[src/cfg_guard_consts.vh]
// Constants for the switch monitor configuration guard
`ifndef CFG_GUARD_CONSTS_VH
`define CFG_GUARD_CONSTS_VH
// Software register indices
`define REG_CTRL 4'h0
`define REG_STATUS 4'h1
`define REG_CONFIG 4'h2
`define REG_IN_EN 4'h3
`define REG_MODE 4'h4
`define REG_CS_SELECT 4'h5
`define REG_WC_LOW 4'h6
`define REG_WC_HIGH 4'h7
`define REG_CLEAN_POLL 4'h8
`define REG_SCALE 4'h9
// Device register addresses
`define DEV_CONFIG 4'h0
`define DEV_IN_EN 4'h1
`define DEV_MODE 4'h2
`define DEV_CS_SELECT 4'h3
`define DEV_WC_LOW 4'h4
`define DEV_WC_HIGH 4'h5
`define DEV_CLEAN_POLL 4'h6
`define DEV_LAST 4'h6
// Control register bits
`define CTRL_TEMP_WARN 0
`define CTRL_COMMIT 1
// Status register bits
`define ST_BUSY 0
`define ST_REJECT 1
`define ST_SCALE_POLL 2
`define ST_VIOL_LSB 8
// Device config fields
`define CFG_POLL_EN 0
`define CFG_GRID_LSB 3
`define CFG_VS_MEAS 16
`define CFG_DIAG_LSB 18
`define WC_SCALE_LSB 21
// Grid size and scaling codes
`define GRID_5X5 2'b10
`define GRID_6X6 2'b11
`define SCALE_OFF 2'b11
// Reset values
`define RST_CFG 24'h000000
`define RST_WC_HIGH 24'h600000
`endif

[src/cfg_guard.v]
// Host controller that vets and pushes switch monitor configuration
`timescale 1ns/1ps
`include "cfg_guard_consts.vh"
// Operation
// - 5x5 grid needs periodic sampling and inputs 8..4, 14..10 enabled.
// - 5x5 grid needs inputs 8..4 and 14..10 in comparator mode.
// - 5x5 grid: inputs 8..4 source current, inputs 14..10 sink current.
// - 6x6 grid needs periodic sampling and inputs 9..4, 15..10 enabled.
// - 6x6 grid needs inputs 9..4 and 15..10 in comparator mode.
// - 6x6 grid: inputs 9..4 source current, inputs 15..10 sink current.
// - Grid scanning: sink wetting codes must exceed paired source codes.
// - With grid scanning and temperature warning expected, sink 1 or 2 mA with allowed source code.
// - Clean polling needs an enabled input or supply measurement enabled.
// - Current diagnostic needs at least one of inputs 0..3 enabled.
// - Current diagnostic needs inputs 0..3 in analog conversion mode.
// - Current diagnostic needs inputs 0 and 1 on sink current.
// - Current diagnostic needs inputs 2 and 3 on source current.
module cfg_guard #(
  parameter NUM_CODES = 14
) (
  input wire CLK,
  input wire RST,
  input wire [3:0] ADDR,
  input wire [31:0] WDATA,
  input wire WR,
  input wire RD,
  output reg [31:0] RDATA,
  output reg DEV_WR,
  output reg [3:0] DEV_ADDR,
  output reg [23:0] DEV_WDATA,
  output reg BUSY,
  output reg CFG_ERROR
);
  reg temp_warn_q;
  reg [23:0] config_q;
  reg [23:0] in_en_q;
  reg [23:0] mode_q;
  reg [23:0] cs_q;
  reg [23:0] wc_low_q;
  reg [23:0] wc_high_q;
  reg [23:0] clean_q;
  reg [3:0] idx_q;
  reg [16:0] viol;
  reg [1:0] grid;
  reg grid_on;
  reg poll_en;
  reg diag_on;
  reg scale_req;
  reg scale_poll;
  reg [23:0] dev_data;
  reg [31:0] rd_d;
  wire [47:0] codes;
  wire [NUM_CODES-1:0] scale_mask;
  wire commit;
  wire [2:0] snk0;
  wire [2:0] snk1;
  wire [2:0] snk2;
  wire [2:0] snk3;
  wire [2:0] src0;
  wire [2:0] src1;
  wire [2:0] src2;
  wire [2:0] src3;

  assign codes = {wc_high_q, wc_low_q};
  assign commit = WR && (ADDR == `REG_CTRL) && WDATA[`CTRL_COMMIT] && !BUSY;
  // Sink and paired source codes
  assign snk0 = wc_low_q[8:6];
  assign src0 = wc_low_q[20:18];
  assign snk1 = wc_low_q[11:9];
  assign src1 = wc_low_q[23:21];
  assign snk2 = wc_high_q[2:0];
  assign src2 = wc_low_q[14:12];
  assign snk3 = wc_high_q[5:3];
  assign src3 = wc_low_q[17:15];

  function tw_bad;
    input [2:0] snk;
    input [2:0] src;
    begin
      tw_bad = 1'b1;
      if (snk == 3'h1) begin
        tw_bad = (src < 3'h2);
      end else if (snk == 3'h2) begin
        tw_bad = (src != 3'h3);
      end
    end
  endfunction

  // Per-input auto-scaling applicability
  genvar g;
  generate
    for (g = 0; g < NUM_CODES; g = g + 1) begin : g_scale
      assign scale_mask[g] = scale_req && !poll_en && codes[3*g+2];
    end
  endgenerate

  // Legality evaluation
  always @* begin
    grid = config_q[`CFG_GRID_LSB+1:`CFG_GRID_LSB];
    poll_en = config_q[`CFG_POLL_EN];
    grid_on = (grid == `GRID_5X5) || (grid == `GRID_6X6);
    diag_on = (config_q[`CFG_DIAG_LSB+3:`CFG_DIAG_LSB] != 4'h0);
    scale_req = (wc_high_q[`WC_SCALE_LSB+1:`WC_SCALE_LSB] != `SCALE_OFF);
    scale_poll = scale_req && poll_en;
    viol = 17'h00000;
    if (grid == `GRID_5X5) begin
      viol[0] = !poll_en || (in_en_q[8:4] != 5'h1f) || (in_en_q[14:10] != 5'h1f);
      viol[1] = (mode_q[8:4] != 5'h00) || (mode_q[14:10] != 5'h00);
      viol[2] = (cs_q[8:4] != 5'h1f) || (cs_q[14:10] != 5'h00);
    end
    if (grid == `GRID_6X6) begin
      viol[3] = !poll_en || (in_en_q[9:4] != 6'h3f) || (in_en_q[15:10] != 6'h3f);
      viol[4] = (mode_q[9:4] != 6'h00) || (mode_q[15:10] != 6'h00);
      viol[5] = (cs_q[9:4] != 6'h3f) || (cs_q[15:10] != 6'h00);
    end
    if (grid_on) begin
      viol[6] = !(src0 < snk0);
      viol[7] = !(src1 < snk1);
      viol[8] = !(snk2 > src2);
      viol[9] = !(snk3 > src3);
      if (temp_warn_q) begin
        viol[10] = tw_bad(snk0, src0) || tw_bad(snk1, src1);
        viol[11] = tw_bad(snk2, src2) || tw_bad(snk3, src3);
      end
    end
    viol[12] = (clean_q != 24'h000000) && (in_en_q == 24'h000000)
      && !config_q[`CFG_VS_MEAS];
    if (diag_on) begin
      viol[13] = (in_en_q[3:0] == 4'h0);
      viol[14] = (mode_q[3:0] != 4'hf);
      viol[15] = (cs_q[1:0] != 2'h0);
      viol[16] = (cs_q[3:2] != 2'h3);
    end
  end

  // Device register selection for the push sequence
  always @* begin
    case (idx_q)
      `DEV_CONFIG: dev_data = config_q;
      `DEV_IN_EN: dev_data = in_en_q;
      `DEV_MODE: dev_data = mode_q;
      `DEV_CS_SELECT: dev_data = cs_q;
      `DEV_WC_LOW: dev_data = wc_low_q;
      `DEV_WC_HIGH: dev_data = wc_high_q;
      `DEV_CLEAN_POLL: dev_data = clean_q;
      default: dev_data = 24'h000000;
    endcase
  end

  // Shadow registers, locked while a push runs
  always @(posedge CLK) begin
    if (RST) begin
      temp_warn_q <= 1'b0;
      config_q <= `RST_CFG;
      in_en_q <= `RST_CFG;
      mode_q <= `RST_CFG;
      cs_q <= `RST_CFG;
      wc_low_q <= `RST_CFG;
      wc_high_q <= `RST_WC_HIGH;
      clean_q <= `RST_CFG;
    end else if (WR && !BUSY) begin
      case (ADDR)
        `REG_CTRL: temp_warn_q <= WDATA[`CTRL_TEMP_WARN];
        `REG_CONFIG: config_q <= WDATA[23:0];
        `REG_IN_EN: in_en_q <= WDATA[23:0];
        `REG_MODE: mode_q <= WDATA[23:0];
        `REG_CS_SELECT: cs_q <= WDATA[23:0];
        `REG_WC_LOW: wc_low_q <= WDATA[23:0];
        `REG_WC_HIGH: wc_high_q <= WDATA[23:0];
        `REG_CLEAN_POLL: clean_q <= WDATA[23:0];
        default: temp_warn_q <= temp_warn_q;
      endcase
    end
  end

  // Commit: reject illegal sets, else push all device registers
  always @(posedge CLK) begin
    if (RST) begin
      BUSY <= 1'b0;
      CFG_ERROR <= 1'b0;
      idx_q <= 4'h0;
      DEV_WR <= 1'b0;
      DEV_ADDR <= 4'h0;
      DEV_WDATA <= 24'h000000;
    end else begin
      DEV_WR <= 1'b0;
      if (commit && (viol != 17'h00000)) begin
        CFG_ERROR <= 1'b1;
      end else if (commit) begin
        CFG_ERROR <= 1'b0;
        BUSY <= 1'b1;
        idx_q <= `DEV_CONFIG;
      end else if (WR && (ADDR == `REG_STATUS) && WDATA[`ST_REJECT]) begin
        CFG_ERROR <= 1'b0;
      end
      if (BUSY) begin
        DEV_WR <= 1'b1;
        DEV_ADDR <= idx_q;
        DEV_WDATA <= dev_data;
        idx_q <= idx_q + 4'h1;
        if (idx_q == `DEV_LAST) begin
          BUSY <= 1'b0;
        end
      end
    end
  end

  // Read data, one cycle after the strobe
  always @* begin
    rd_d = 32'h00000000;
    case (ADDR)
      `REG_CTRL: rd_d[`CTRL_TEMP_WARN] = temp_warn_q;
      `REG_STATUS: begin
        rd_d[`ST_BUSY] = BUSY;
        rd_d[`ST_REJECT] = CFG_ERROR;
        rd_d[`ST_SCALE_POLL] = scale_poll;
        rd_d[`ST_VIOL_LSB+16:`ST_VIOL_LSB] = viol;
      end
      `REG_CONFIG: rd_d[23:0] = config_q;
      `REG_IN_EN: rd_d[23:0] = in_en_q;
      `REG_MODE: rd_d[23:0] = mode_q;
      `REG_CS_SELECT: rd_d[23:0] = cs_q;
      `REG_WC_LOW: rd_d[23:0] = wc_low_q;
      `REG_WC_HIGH: rd_d[23:0] = wc_high_q;
      `REG_CLEAN_POLL: rd_d[23:0] = clean_q;
      `REG_SCALE: rd_d[NUM_CODES-1:0] = scale_mask;
      default: rd_d = 32'h00000000;
    endcase
  end

  always @(posedge CLK) begin
    if (RST) begin
      RDATA <= 32'h00000000;
    end else if (RD) begin
      RDATA <= rd_d;
    end else begin
      RDATA <= 32'h00000000;
    end
  end
endmodule // cfg_guard

[config.mk]
export PLATFORM = sky130hd
export DESIGN_NAME = cfg_guard
export DESIGN_NICKNAME = d
export VERILOG_FILES = /design/src/cfg_guard.v
export VERILOG_INCLUDE_DIRS = /design/src
export SDC_FILE = /design/constraint.sdc
export NUM_CORES = 1
export LEC_CHECK = 0
export ABC_CLOCK_PERIOD_IN_PS = 2440
export BUFFER_PORTS_ARGS = -buffer_cell sky130_fd_sc_hd__clkbuf_2
export CAP_MARGIN = 40
export CORE_MARGIN = 2
export CORE_UTILIZATION = 45
export CTS_CLUSTER_DIAMETER = 50
export DETAILED_ROUTE_END_ITERATION = 6
export GPL_TIMING_DRIVEN = 0
export HOLD_SLACK_MARGIN = 0.02
export PLACE_DENSITY_LB_ADDON = 0.12
export SLEW_MARGIN = 5
export SYNTH_ARGS = -nofsm -noshare
export SYNTH_HDL_FRONTEND = slang
export SYNTH_SLANG_ARGS = --single-unit
[constraint.sdc]
create_clock -name CLK -period 2.44 [get_ports CLK]
set_clock_uncertainty 0.1 [all_clocks]
set_input_delay 0.488 -clock CLK [delete_from_list [all_inputs] [get_ports CLK]]
set_output_delay 0.488 -clock CLK [all_outputs]
set_load 0.01 [all_outputs]
== Yosys cells after proc, flatten, opt, wreduce, memory -nomap -nowiden ==
Cells that the tools add are included.

* Output and inout bits: 63
* Register bits after elaboration: 236
* Input bits: 40

* Reduce and logical (&&, ||, !) cells: 70
* Bitwise gates (word level): 2
* Add/subtract/negate cells: 1
* Mux-type cells: 38
* Eq/ne operators: 39
* $lt $le $gt $ge: 8

{| class="wikitable"
|+ Operator list
! kind !! count
|-
| 24-bit case mux with 7 select lines || 1
|-
| 10-bit case mux with 8 select lines || 1
|-
| 6-bit case mux with 9 select lines || 1
|-
| 5-bit case mux with 8 select lines || 1
|-
| 4-bit by 3-bit equality test with 1-bit output, second input constant || 7
|-
| 1-bit logical AND || 25
|-
| 24-bit zero test || 1
|-
| 1-bit two-way mux || 24
|-
| 24-bit nonzero test || 1
|-
| 6-bit inequality test, second input constant || 3
|-
| 2-bit case mux with 9 select lines || 1
|-
| 2-bit AND reduction || 9
|-
| 6-bit nonzero test || 3
|-
| 17-bit nonzero test || 1
|-
| 4-bit by 2-bit equality test with 1-bit output, second input constant || 4
|-
| 4-bit two-way mux || 4
|-
| 5-bit inequality test, second input constant || 3
|-
| 5-bit nonzero test || 3
|-
| 3-bit by 1-bit equality test with 1-bit output, second input constant || 4
|-
| 3-bit by 2-bit equality test with 1-bit output, second input constant || 4
|-
| 4-bit zero test || 3
|-
| 3-bit by 2-bit less-than comparator with 1-bit output, second input constant || 4
|-
| 3-bit by 2-bit inequality test with 1-bit output, second input constant || 4
|-
| 1-bit logical OR || 11
|-
| other kinds (19) || 35
|}

== Longest topological paths before layout ==
Gate-level depths: netlist (run 1).

* Word-level depth: 13
* Depth in mapped cells: 9
* Mapped depth without buffers: 8

== Least setup slack after synthesis (run 1) ==
Ideal clock, no wire load.

* Path kind: register to register
* Start point: register cs_q[10]
* End point: register CFG_ERROR
* Buffers on the path: 0
* Stages on the path, launching flop included: 7
* Period minus slack after synthesis: 2.333 ns
* Arrival time: 2.108 ns
* Slack: 0.107 ns
* Required time: 2.215 ns
* Setup time: 0.125 ns
* Cell sequence: dfxtp_1 -> or4b_4 -> nor4_4 -> a31oi_1 -> nor4_2 -> nand4_2 -> o41a_1

* Word-level cells in the longest chain between the ends: 6
* Elaborated cells between the ends (all ways): 10
* Those cells by class: 3 x mux; 7 x reduce/logical

{| class="wikitable"
|+ RTL lines
! what !! line !! source
|-
| start, declared || cfg_guard.v:38 || <nowiki>reg [23:0] cs_q;</nowiki>
|-
| start signal, assigned || cfg_guard.v:157 || <nowiki>cs_q <= `RST_CFG;</nowiki>
|-
| start signal, assigned || cfg_guard.v:167 || <nowiki>`REG_CS_SELECT: cs_q <= WDATA[23:0];</nowiki>
|-
| 6-bit nonzero test / 5-bit nonzero test (equally long branches) || cfg_guard.v:114, cfg_guard.v:109 ||
|-
| 1-bit logical OR (on tied branches) || cfg_guard.v:114, cfg_guard.v:109 ||
|-
| 3-bit two-way mux (on tied branches) || cfg_guard.v:111, cfg_guard.v:106 ||
|-
| 17-bit nonzero test * || cfg_guard.v:187 || <nowiki>if (commit && (viol != 17'h00000)) begin</nowiki>
|-
| 1-bit logical AND * || cfg_guard.v:187 ||
|-
| 3-bit nonzero test (no source line) / 1-bit two-way mux (equally long branches) || - ||
|-
| end signal, assigned || cfg_guard.v:188 || <nowiki>CFG_ERROR <= 1'b1;</nowiki>
|-
| end signal, assigned || cfg_guard.v:190 || <nowiki>CFG_ERROR <= 1'b0;</nowiki>
|-
| end signal, assigned || cfg_guard.v:194 || <nowiki>CFG_ERROR <= 1'b0;</nowiki>
|-
| end, declared || cfg_guard.v:32 || <nowiki>output reg CFG_ERROR</nowiki>
|}

Every way passes the cells marked *; elsewhere a longest branch is shown, timed or not.
A chain may end at the register's enable or synchronous reset.

== Final worst setup path (run 1) ==
* Start point: register mode_q[4]
* End point: register idx_q[0]

* Word-level cells in the longest chain between the ends: 7
* Elaborated cells between the ends (all ways): 10
* Those cells by class: 1 x eq/ne; 2 x mux; 7 x reduce/logical

{| class="wikitable"
|+ RTL lines
! what !! line !! source
|-
| start, declared || cfg_guard.v:37 || <nowiki>reg [23:0] mode_q;</nowiki>
|-
| start signal, assigned || cfg_guard.v:156 || <nowiki>mode_q <= `RST_CFG;</nowiki>
|-
| start signal, assigned || cfg_guard.v:166 || <nowiki>`REG_MODE: mode_q <= WDATA[23:0];</nowiki>
|-
| 6-bit nonzero test / 5-bit nonzero test (equally long branches) || cfg_guard.v:113, cfg_guard.v:108 ||
|-
| 1-bit logical OR (on tied branches) || cfg_guard.v:113, cfg_guard.v:108 ||
|-
| 3-bit two-way mux (on tied branches) || cfg_guard.v:111, cfg_guard.v:106 ||
|-
| 17-bit nonzero test * || cfg_guard.v:187 ||
|-
| 1-bit logical AND * || cfg_guard.v:187 ||
|-
| 2-bit inequality test (no source line) * || - ||
|-
| 2-bit AND reduction (no source line) * || - ||
|-
| end signal, assigned || cfg_guard.v:192 || <nowiki>idx_q <= `DEV_CONFIG;</nowiki>
|-
| end signal, assigned || cfg_guard.v:200 || <nowiki>idx_q <= idx_q + 4'h1;</nowiki>
|-
| end, declared || cfg_guard.v:42 || <nowiki>reg [3:0] idx_q;</nowiki>
|}

Marked as above.

==> results of run 1 <==
cell type report:
type                            count  share of cell area
Buffer                            111              0.0435
Clock buffer                       41              0.0655
Clock inverter                     10             0.00848
Inverter                           19             0.00572
Multi-Input combinational cell   1018               0.439
Sequential cell                   229               0.363
Tap cell                          319              0.0314
Timing Repair Buffer               99              0.0441
cells in the final DEF (no fill, tap or decap), drive strengths merged, types with 2 or more instances in the layout:
master and n:
or4b 2, buf 30, a32o 2, clkbuf 219
and3 10, nand2 394, o41a 2, ha 14
o22ai 2, a221oi 18, a22o 12, a41oi 7
nor2b 9, and2 12, or4 2, nor3 12
a31oi 32, nor4 17, dfxtp 229, clkinv 4
a22oi 84, o21ai 26, nor2 56, nand4 8
inv 24, o21a 3, conb 7, mux2i 16
nand2b 3, a21oi 204, a222oi 32, nand3b 3
a311o 2, nand3 9
path summary, 6_finish.rpt:
kind	to	cells past startpoint	slack (ns)	from
setup / recovery	idx_q[0]$_SDFFE_PP0P_	6	-0.11	mode_q[4]$_SDFFE_PP0P_
hold reg to reg	cs_q[18]$_SDFFE_PP0P_	2	0.38	cs_q[18]$_SDFFE_PP0P_
hold / removal	wc_high_q[1]$_SDFFE_PP0P_	3	0.11	WDATA[1]
setup reg to reg	idx_q[0]$_SDFFE_PP0P_	6	-0.11	mode_q[4]$_SDFFE_PP0P_
cell families after synthesis:
kind of cell | after synthesis
simple gates | 542
compound gates | 436
flops | 229
buf+inv | 141
mux | 17
fa+ha+maj | 14
xor+xnor | 2
other cells | 1
worst max-delay path: stages (launching register included):
cell,delay (ns)
dfxtp_1,0.36
nor4_1,0.53
nand3_1,0.29
o41ai_2,0.45
nand4_2,0.15
buf_6,0.16
o41a_1,0.39
report_power, final:
part	internal [mW]	switching [mW]	leakage, nW
combinational	0.159	0.474	2.03
clock	2.49	1.72	0.463
sequential	3.78	0.0610	1.85
total	6.43	2.26	4.34
what timing repair did:
item | 4_1_cts | 5_1_grt
gates resized for setup | 61 | 44
hold endpoints to repair | 0 | 0
buffers inserted | 4 | 3
pin swaps | 7 | 2
setup endpoints to repair | 149 | 154
state kept, by name (all words and copies together) (netlist names):
| register | count |
|---|---|
| RDATA | 25 |
| DEV_WDATA | 24 |
| in_en_q | 24 |
| idx_q | 4 |
| DEV_ADDR | 4 |
| DEV_WR | 1 |
| config_q | 24 |
| temp_warn_q | 1 |
| wc_high_q | 24 |
| CFG_ERROR | 1 |
| cs_q | 24 |
| BUSY | 1 |
| mode_q | 24 |
| clean_q | 24 |
| wc_low_q | 24 |
metrics by stage:
step	util	power (mW)	instances
floorplan	-	4.20	1388
global placement	0.492	4.49	1788
detailed placement	0.497	4.51	1799
CTS	0.542	8.67	1846
global route	0.544	8.88	1846
finish	0.544	8.69	1846
layer usage:
layer  global-route usage  vias to the layer above
met5                    0                        -
met4                0.176                        0
met3               0.0824                      152
met2                0.602                      825
met1                0.550                     5568
li1                     -                     5185
==> summary.md, run 1 <==
| Metric | Value |
|---|---|
| CP Data Arrival Time | `2.88 ns` |
| CTS tree | `built` |
| Final setup viols | `4` |
| Largest net degree at the start of global routing | `14` |
| Initial antenna violation count | `0` |
| Root buf cell | `clkbuf_16` |
| H-Tree Depth | `1` |
| 1st-iter DRT viols | `2129` |
| Max-cap violations | `0` |
| WL/cell | `27.1 µm` |
| Global route overflow | `0` |
| CTS sink count | `229` |
| Yosys reg bits | `229` |
| Row count | `56` |
| Mapped Cells | `1382` |
| Num CTS Buffers | `29` |
| Hold Buf Count CTS | `0` |
| Main synth FF type | `dfxtp_1` |
| Critical Path Start Type | `flop` |
| Placeable Area | `23300 µm²` |
| Synth Area in Adders | `0.0164` |
| Xor/xnor share of the synthesized area | `0.00164` |
| EDFF count, synth | `0` |
| Die X | `158 µm` |
| Die Y-Extent | `158 µm` |
| Fmax | `393 MHz` |
| Critical path type | `flop to flop` |
| Largest family of logic cells by synthesized area | `compound AO/OA/AOI/OAI gates` |
| Layout area overhead | `19.1%` |
| Syn Area/Cell | `7.71 µm²` |
| Pre-antenna DRT Iters | `7` |
| Post-DP Area | `11600 µm²` |
| Sequential cell area | `4600 µm²` |
| Worst slew margin | `0.346` |
| Post-synthesis mux area share | `0.0161` |
| LEAKAGE | `4.34 nW` |
| I/O Pins | `103` |
| Synth area leaders | `dfxtp_1 (43%), nand2_1 (14%), a21oi_1 (9.6%), a22oi_1 (5.9%), clkbuf_1 (3.8%)` |
| Compound-Gate Fraction of Synth Area | `0.265` |
| Share of cells above drive strength 1 | `0.155` |
| Fraction of registers with async set/reset | `0` |
| Gpl congestion | `1.01` |
| Max Slew Vio Count | `0` |
| Synth unique cells | `62` |
| Violated checks | `DRC, setup timing` |
| Critical path data required time | `2.77 ns` |
| GRT Total Usage | `0.399` |
| Post-route setup TNS | `-0.213 ns` |
| DIE AREA | `24900 µm²` |
| Unrepaired setup endpoints after global routing | `yes` |
| CP Capture Type | `flop` |
| Finished Cell Area | `12700 µm²` |
| Worst Tran Pin Value | `0.981 ns` |
| Starting Density | `0.457` |
| Area of the multi-input gates | `5570 µm²` |
| DR DRC count | `41` |
| Metal-1 WL | `20400 µm` |
| Deepest clock path buffer count | `3` |
| Top-count cell post-synth | `nand2_1` |
| Fill count | `2314` |
| Dpl ws | `-0.966 ns` |
| Yosys warns | `0` |
| Vias per cell | `6.35` |
| DP HPWL | `37100 µm` |
| First-pass GRT wire length | `72200 µm` |
| DRT antenna net count | `0` |
| Skew-Pair Late Insertion Delay | `0.55 ns` |
| PwrDens | `684 nW/µm²` |
| # port buffers | `81` |
| DR WL met3 | `5700 µm` |
| Biggest area consumer among synthesized cells | `dfxtp_1` |
| Worst-path clk slew | `0.06 ns` |
| Fin nets | `1561` |
| Area share of and/or/nand/nor cells after synthesis | `0.215` |
| Via count | `11700` |
| Final Critical Period | `2.55 ns` |
| Crit share post-route | `1.04` |
| Post-synthesis sequential area ratio | `0.430` |
| Routed wl met2 | `21600 µm` |
| Status | `finished, violations left` |
| Worst VDD drop | `497 µV` |
| Synth top cells by count | `nand2_1 (394), dfxtp_1 (229), a21oi_1 (204), clkbuf_1 (108), a22oi_1 (84)` |
| Hold crit path type | `input pin to flop` |
| Routed wire length | `50000 µm` |
| Hold Vio Cnt, Final | `0` |
| Top cell type's share of synthesized area | `0.430` |
| Mapped Area | `10700 µm²` |
| Antenna Cells | `0` |
| Hold slack | `0.114 ns` |
| Vias in the first global route | `10800` |
| Worst setup margin | `-0.105 ns` |
| CP max FO | `6` |
| Top sig layer | `met4` |
Note: power is estimated with default switching activity, not from simulation.
==> run 2: changes to the inputs <==
Settings changed: CELL_PAD_IN_SITES_DETAIL_PLACEMENT from default to 0, CELL_PAD_IN_SITES_GLOBAL_PLACEMENT from default to 1, CORE_UTILIZATION 45 to 40.
==> run 2 against run 1 <==
Net effect:
- count of clock-buffer cells in the layout did not move
- first-iteration DRC count is 9.2% lower
- register-to-register slack barely moved
- the flow still finishes with violations (DRC, setup timing)
- critical path depth is 1 higher
- global-route usage fell by 1.8 points
- largest cell class unchanged
- combinational power up 6.9%
==> summary.md, run 2 (synthesis gave the netlist of run 1 again) <==
| Metric | Value |
|---|---|
| Status | `finished, violations left (unchanged)` |
| Vias in the first global route | `11200 (was 10800)` |
| Gr busiest metal | `met2 (unchanged)` |
| Die Y-Extent | `167 µm (was 158 µm)` |
| Switching Fraction | `0.259 (was 0.260)` |
| Die X | `167 µm (was 158 µm)` |
| First-pass GRT wire length | `77900 µm (was 72200 µm)` |
| Dpl ws | `-1.05 ns (was -0.966 ns)` |
| Largest net degree at the start of global routing | `15 (was 14)` |
| Commonest non-fill, non-tap cell in the layout | `nand2_1 (unchanged)` |
| CP bufs+invs | `1 (unchanged)` |
| Flop pwr share | `0.419 (was 0.442)` |
| Switching Power | `2.38 mW (was 2.26 mW)` |
| Critical path data required time | `2.79 ns (was 2.77 ns)` |
| Most frequent cells in the layout | `nand2_1 (394), dfxtp_1 (213), a21oi_1 (204), clkbuf_2 (108), a22oi_1 (83) (was nand2_1 (394), dfxtp_1 (218), a21oi_1 (204), clkbuf_2 (113), a22oi_1 (84))` |
| Critical-path cell list | `or4b_4 > nor4_4 > buf_4 > a31oi_4 > nor4_4 > nand4_4 > o41a_1 (was nor4_1 > nand3_1 > o41ai_2 > nand4_2 > buf_6 > o41a_1)` |
| Final setup viols | `7 (was 4)` |
| Most used cell, CP | `nor4_4` |
| Share of cells above drive strength 1 | `0.174 (was 0.155)` |
| Routed wire length | `54300 µm (was 50000 µm)` |
| Global route overflow | `0 (unchanged)` |
| Crit share post-route | `1.05 (was 1.04)` |
| WL/cell | `28.9 µm (was 27.1 µm)` |
| CTS sink count | `229 (unchanged)` |
| Via count | `11900 (was 11700)` |
| Grt met1 use | `0.533 (was 0.550)` |
| Slowest cell on the critical path | `or4b_4 (was nor4_1)` |
| CTS tree | `built (unchanged)` |
| CP Capture Type | `flop (unchanged)` |
| Top Family by Delay on Critical Path | `simple AND/OR/NAND/NOR gates (unchanged)` |
| H-Tree Depth | `1 (unchanged)` |
| Number of flip-flops in the largest register | `25 (unchanged)` |
| PwrDens | `701 nW/µm² (was 684 nW/µm²)` |
| Unrepaired setup endpoints after global routing | `yes (unchanged)` |
| Gate power share | `0.074 (was 0.073)` |
| Fmax | `392 MHz (was 393 MHz)` |
| Final Critical Period | `2.55 ns (about the same)` |
| Placeable Area | `26100 µm² (was 23300 µm²)` |
| Starting Density | `0.408 (was 0.457)` |
| Gpl congestion | `1.01 (about the same)` |
| 1st-iter DRT viols | `1933 (was 2129)` |
| Crit-path max cell delay | `0.54 ns (was 0.53 ns)` |
| Initial antenna violation count | `1 (was 0)` |
| DIE AREA | `28000 µm² (was 24900 µm²)` |
| Row count | `59 (was 56)` |
| Worst setup margin | `-0.114 ns (was -0.105 ns)` |
| Worst Tran Pin Value | `1.01 ns (was 0.981 ns)` |
| GRT Total Usage | `0.381 (was 0.399)` |
| DR DRC count | `16 (was 41)` |
| Worst slew margin | `0.323 (was 0.346)` |
| CP Data Arrival Time | `2.91 ns (was 2.88 ns)` |
| DRT antenna net count | `0 (unchanged)` |
| DP HPWL | `40100 µm (was 37100 µm)` |
| Worst-path clk slew | `0.06 ns (about the same)` |
| Fin nets | `1573 (was 1561)` |
| LEAKAGE | `4.47 nW (was 4.34 nW)` |
| Hold Vio Cnt, Final | `0 (unchanged)` |
| Max Slew Vio Count | `0 (unchanged)` |
| Skew-Pair Late Insertion Delay | `0.57 ns (was 0.55 ns)` |
| CP max FO | `6 (unchanged)` |
| Max-cap violations | `0 (unchanged)` |
| Critical Path Start Type | `flop (unchanged)` |
| I/O Pins | `103 (unchanged)` |
| # port buffers | `81 (unchanged)` |
| Post-route setup TNS | `-0.599 ns (was -0.213 ns)` |
| Pre-antenna DRT Iters | `7 (unchanged)` |
| P_int | `6.79 mW (was 6.43 mW)` |
| Root buf cell | `clkbuf_16 (unchanged)` |
| Vias per cell | `6.34 (was 6.35)` |
| Layout area overhead | `22.8% (was 19.1%)` |
| GR Util met3 | `0.0752 (was 0.0824)` |
| Critical path type | `flop to flop (unchanged)` |
| Clock power share | `0.507 (was 0.485)` |
| Violated checks | `DRC, setup timing (unchanged)` |
| Deepest clock path buffer count | `3 (unchanged)` |
| Largest reg by FF count | `RDATA (unchanged)` |
| Num CTS Buffers | `30 (was 29)` |
| Worst VDD drop | `569 µV (was 497 µV)` |
| GR Util met2 | `0.577 (was 0.602)` |
| Hold crit path type | `input pin to flop (unchanged)` |
## run 2: timing repair
action / CTS / global route
buffers inserted: 4 / 5
setup endpoints to repair: 184 / 175
gates cloned: 0 / 0
pin swaps: 8 / 12
resized for setup: 74 / 62
hold buffers: 0 / 0
## run 2: power by group through the flow
stage	clock network, mW	logic [mW]	registers [mW]
after floorplan	0	0.306	3.89
after global placement	0	0.602	3.91
after detailed placement	0	0.620	3.91
after CTS	4.68	0.636	3.84
after global routing	4.82	0.696	3.84
final	4.65	0.678	3.84
## run 2: cell type report
class	instances	area [µm²]
plain buffers	115	598
fillers	2637	13000
well taps	335	419
clock buffers	41	873
clock inverters	14	179
diodes	1	2.50
repair buffers	106	647
multi-input cells	1018	5680
flip-flops and latches	229	4610
inverters	19	72.6
## run 2: worst register-to-register path: cells and delay by family, from the launching register on
family	cells	cell delay, ns
AO/OA/AOI/OAI	2	0.50
flip-flops	1	0.34
buffers and inverters	1	0.18
AND/OR/NAND/NOR	4	1.32
## run 2: path summary, 6_finish.rpt
check | start | end | slack [ns] | cells past startpoint
hold / removal | WDATA[1] | wc_high_q[1]$_SDFFE_PP0P_ | 0.11 | 3
setup reg to reg | cs_q[10]$_SDFFE_PP0P_ | idx_q[0]$_SDFFE_PP0P_ | -0.11 | 7
hold reg to reg | wc_low_q[16]$_SDFFE_PP0P_ | wc_low_q[16]$_SDFFE_PP0P_ | 0.37 | 2
setup / recovery | cs_q[10]$_SDFFE_PP0P_ | idx_q[0]$_SDFFE_PP0P_ | -0.11 | 7
## run 2: metrics by stage
stage	hold WS (ns)	instances	power (mW)	utilization	area (µm²)
3_3_place_gp	0.359	1804	4.52	0.440	11500
3_5_place_dp	0.366	1820	4.53	0.447	11700
6_report	0.105	1878	9.17	0.501	13100
5_1_grt	0.119	1877	9.36	0.501	13100
4_1_cts	0.103	1873	9.16	0.495	12900
2_1_floorplan	0.345	1388	4.20	-	10700
## run 2: metal layers
metal / up-vias / wire, µm
li1: 5197 / -
met1: 5710 / 22300
met2: 832 / 23200
met3: 174 / 6310
met4: 0 / 2480
met5: - / 0
==> run 3: changes to the inputs <==
Settings changed: MAX_ROUTING_LAYER from default to met4.
==> run 3 against run 2 <==
Net effect:
- the flow still finishes with violations (DRC, setup timing)
- critical path depth shrank 1
- total power shrank 1.5%
- clock power shrank 3%
- combinational power shrank 2.9%
- largest cell class unchanged
- highest routed layer unchanged
==> summary.md, run 3 (synthesis gave the netlist of run 1 again) <==
| Metric | Value |
|---|---|
| Final Critical Period | `2.45 ns (was 2.55 ns)` |
| Critical path type | `flop to flop (unchanged)` |
| CTS tree | `built (unchanged)` |
| Vias per cell | `6.36 (was 6.34)` |
| Switching Power | `2.35 mW (was 2.38 mW)` |
| First-pass GRT wire length | `77600 µm (was 77900 µm)` |
| Pre-antenna DRT Iters | `7 (unchanged)` |
| Dpl ws | `-0.959 ns (was -1.05 ns)` |
| 1st-iter DRT viols | `1809 (was 1933)` |
| Deepest clock path buffer count | `3 (unchanged)` |
| Commonest non-fill, non-tap cell in the layout | `nand2_1 (unchanged)` |
| Starting Density | `0.408 (unchanged)` |
| Status | `finished, violations left (unchanged)` |
| Via count | `11900 (about the same)` |
| CP Data Arrival Time | `2.85 ns (was 2.91 ns)` |
| # port buffers | `81 (unchanged)` |
| Vias in the first global route | `11000 (was 11200)` |
| Hold crit path type | `input pin to flop (unchanged)` |
| I/O Pins | `103 (unchanged)` |
| Flop pwr share | `0.425 (was 0.419)` |
| Worst setup margin | `-0.0121 ns (was -0.114 ns)` |
| PwrDens | `698 nW/µm² (was 701 nW/µm²)` |
| Skew-Pair Late Insertion Delay | `0.56 ns (was 0.57 ns)` |
| Critical Path Start Type | `flop (unchanged)` |
| Post-DP Area | `11600 µm² (was 11700 µm²)` |
| Crit share post-route | `1.00 (was 1.05)` |
| Die X | `167 µm (unchanged)` |
| Clock power share | `0.502 (was 0.507)` |
| Final setup viols | `4 (was 7)` |
| Final Power | `9.03 mW (was 9.17 mW)` |
| Worst VDD drop | `573 µV (was 569 µV)` |
| DRT antenna net count | `0 (unchanged)` |
| Fin nets | `1561 (was 1573)` |
| Gpl congestion | `1.03 (was 1.01)` |
| Routed wire length | `54500 µm (was 54300 µm)` |
| Initial antenna violation count | `1 (unchanged)` |
| P_int | `6.68 mW (was 6.79 mW)` |
| Global route overflow | `0 (unchanged)` |
| Max-cap violations | `0 (unchanged)` |
| Gate power share | `0.073 (was 0.074)` |
| Share of cells above drive strength 1 | `0.171 (was 0.174)` |
| WL/cell | `29.2 µm (was 28.9 µm)` |
| Root buf cell | `clkbuf_16 (unchanged)` |
| Most frequent cells in the layout | `nand2_1 (394), dfxtp_1 (210), a21oi_1 (204), clkbuf_2 (114), a22oi_1 (84) (was nand2_1 (394), dfxtp_1 (213), a21oi_1 (204), clkbuf_2 (108), a22oi_1 (83))` |
| Worst-path clk slew | `0.06 ns (about the same)` |
| Critical path data required time | `2.83 ns (was 2.79 ns)` |
| Max Slew Vio Count | `0 (unchanged)` |
| Slowest cell on the critical path | `dfxtp_1 (was or4b_4)` |
| Unrepaired setup endpoints after global routing | `yes (unchanged)` |
| CP Capture Type | `flop (unchanged)` |
| CTS sink count | `229 (unchanged)` |
| Layout area overhead | `21.4% (was 22.8%)` |
| Num CTS Buffers | `29 (was 30)` |
| Switching Fraction | `0.261 (was 0.259)` |
| Crit-path max cell delay | `0.56 ns (was 0.54 ns)` |
| Largest reg by FF count | `RDATA (unchanged)` |
| DIE AREA | `28000 µm² (unchanged)` |
| Violated checks | `DRC, setup timing (unchanged)` |
| Number of flip-flops in the largest register | `25 (unchanged)` |
| Critical-path cell list | `clkinv_2 > or3_4 > clkbuf_4 > a31oi_1 > a21oi_1 > nor2_1 (was or4b_4 > nor4_4 > buf_4 > a31oi_4 > nor4_4 > nand4_4 > o41a_1)` |
| Worst slew margin | `0.324 (was 0.323)` |
| CP max FO | `10 (was 6)` |
| H-Tree Depth | `1 (unchanged)` |
| Row count | `59 (unchanged)` |
| DP HPWL | `39900 µm (was 40100 µm)` |
| Finished Cell Area | `12900 µm² (was 13100 µm²)` |
| Placeable Area | `26100 µm² (unchanged)` |
| Worst Tran Pin Value | `1.01 ns (about the same)` |
| WHS Path Cells | `3 (unchanged)` |
| LEAKAGE | `4.41 nW (was 4.47 nW)` |
| Largest net degree at the start of global routing | `14 (was 15)` |
| GRT Total Usage | `0.391 (was 0.381)` |
| DR DRC count | `15 (was 16)` |
| R2r worst-path depth | `6 (was 7)` |
| Layout Utilization | `0.495 (was 0.501)` |
| Die Y-Extent | `167 µm (unchanged)` |
| Fmax | `408 MHz (was 392 MHz)` |
| Hold Vio Cnt, Final | `0 (unchanged)` |
| Hold slack | `0.115 ns (was 0.105 ns)` |
-- run 3: routing by layer --
metal	vias to the layer above	part of all wire	track usage
met5	-	0	-
met4	0	0.040	0.146
met3	163	0.13	0.0839
met2	874	0.43	0.575
met1	5646	0.40	0.527
li1	5184	-	-
-- run 3: what timing repair did --
| action | in CTS | in global routing |
|---|---|---|
| setup buffers | 6 | 0 |
| pin swaps | 12 | 4 |
| endpoints found under the setup margin | 154 | 153 |
| hold buffers | 0 | 0 |
| resized for setup | 74 | 77 |
-- run 3: cell type report --
type / instances / area, µm²
sequential: 229 / 4620
multi-input combinational: 1018 / 5670
clock inverter: 13 / 178
fill: 2656 / 13200
inverter: 19 / 72.6
clock buffer: 40 / 837
antenna: 2 / 5.00
timing repair buffer: 98 / 549
buffer: 112 / 586
tap: 335 / 419
-- run 3: final timing paths --
path	startpoint	end	slack, ns
worst max-delay path	BUSY$_SDFF_PP0_	DEV_WDATA[7]$_SDFFE_PP0P_	-0.01
worst min-delay path	WDATA[1]	wc_high_q[1]$_SDFFE_PP0P_	0.12
worst max register to register	BUSY$_SDFF_PP0_	DEV_WDATA[7]$_SDFFE_PP0P_	-0.01
worst min register to register	wc_high_q[20]$_SDFFE_PP0P_	wc_high_q[20]$_SDFFE_PP0P_	0.38
-- run 3: per-stage QoR --
| stage | std cells | setup TNS (ns) |
|---|---|---|
| 6_report | 1866 | -0.0309 |
| 4_1_cts | 1867 | 0 |
| 3_5_place_dp | 1816 | -111.60 |
| 3_3_place_gp | 1804 | -170.70 |
| 2_1_floorplan | 1388 | 0 |
| 5_1_grt | 1866 | -0.165 |
-- run 3: power by group through the flow --
stage                     Combinational, mW  Sequential (mW)  Clock (mW)
after floorplan                       0.306             3.89           0
after global placement                0.596             3.92           0
after detailed placement              0.607             3.92           0
after CTS                             0.620             3.84        4.52
after global routing                  0.673             3.84        4.70
final                                 0.658             3.84        4.53
-- run 3: critical path, delay by kind of cell, from the launching register on --
family,cells,cell delay (ns)
and+or+nand+nor,2,0.63
buffers and inverters,2,0.57
DFF,1,0.56
AOI/OAI and AO/OA,2,0.52
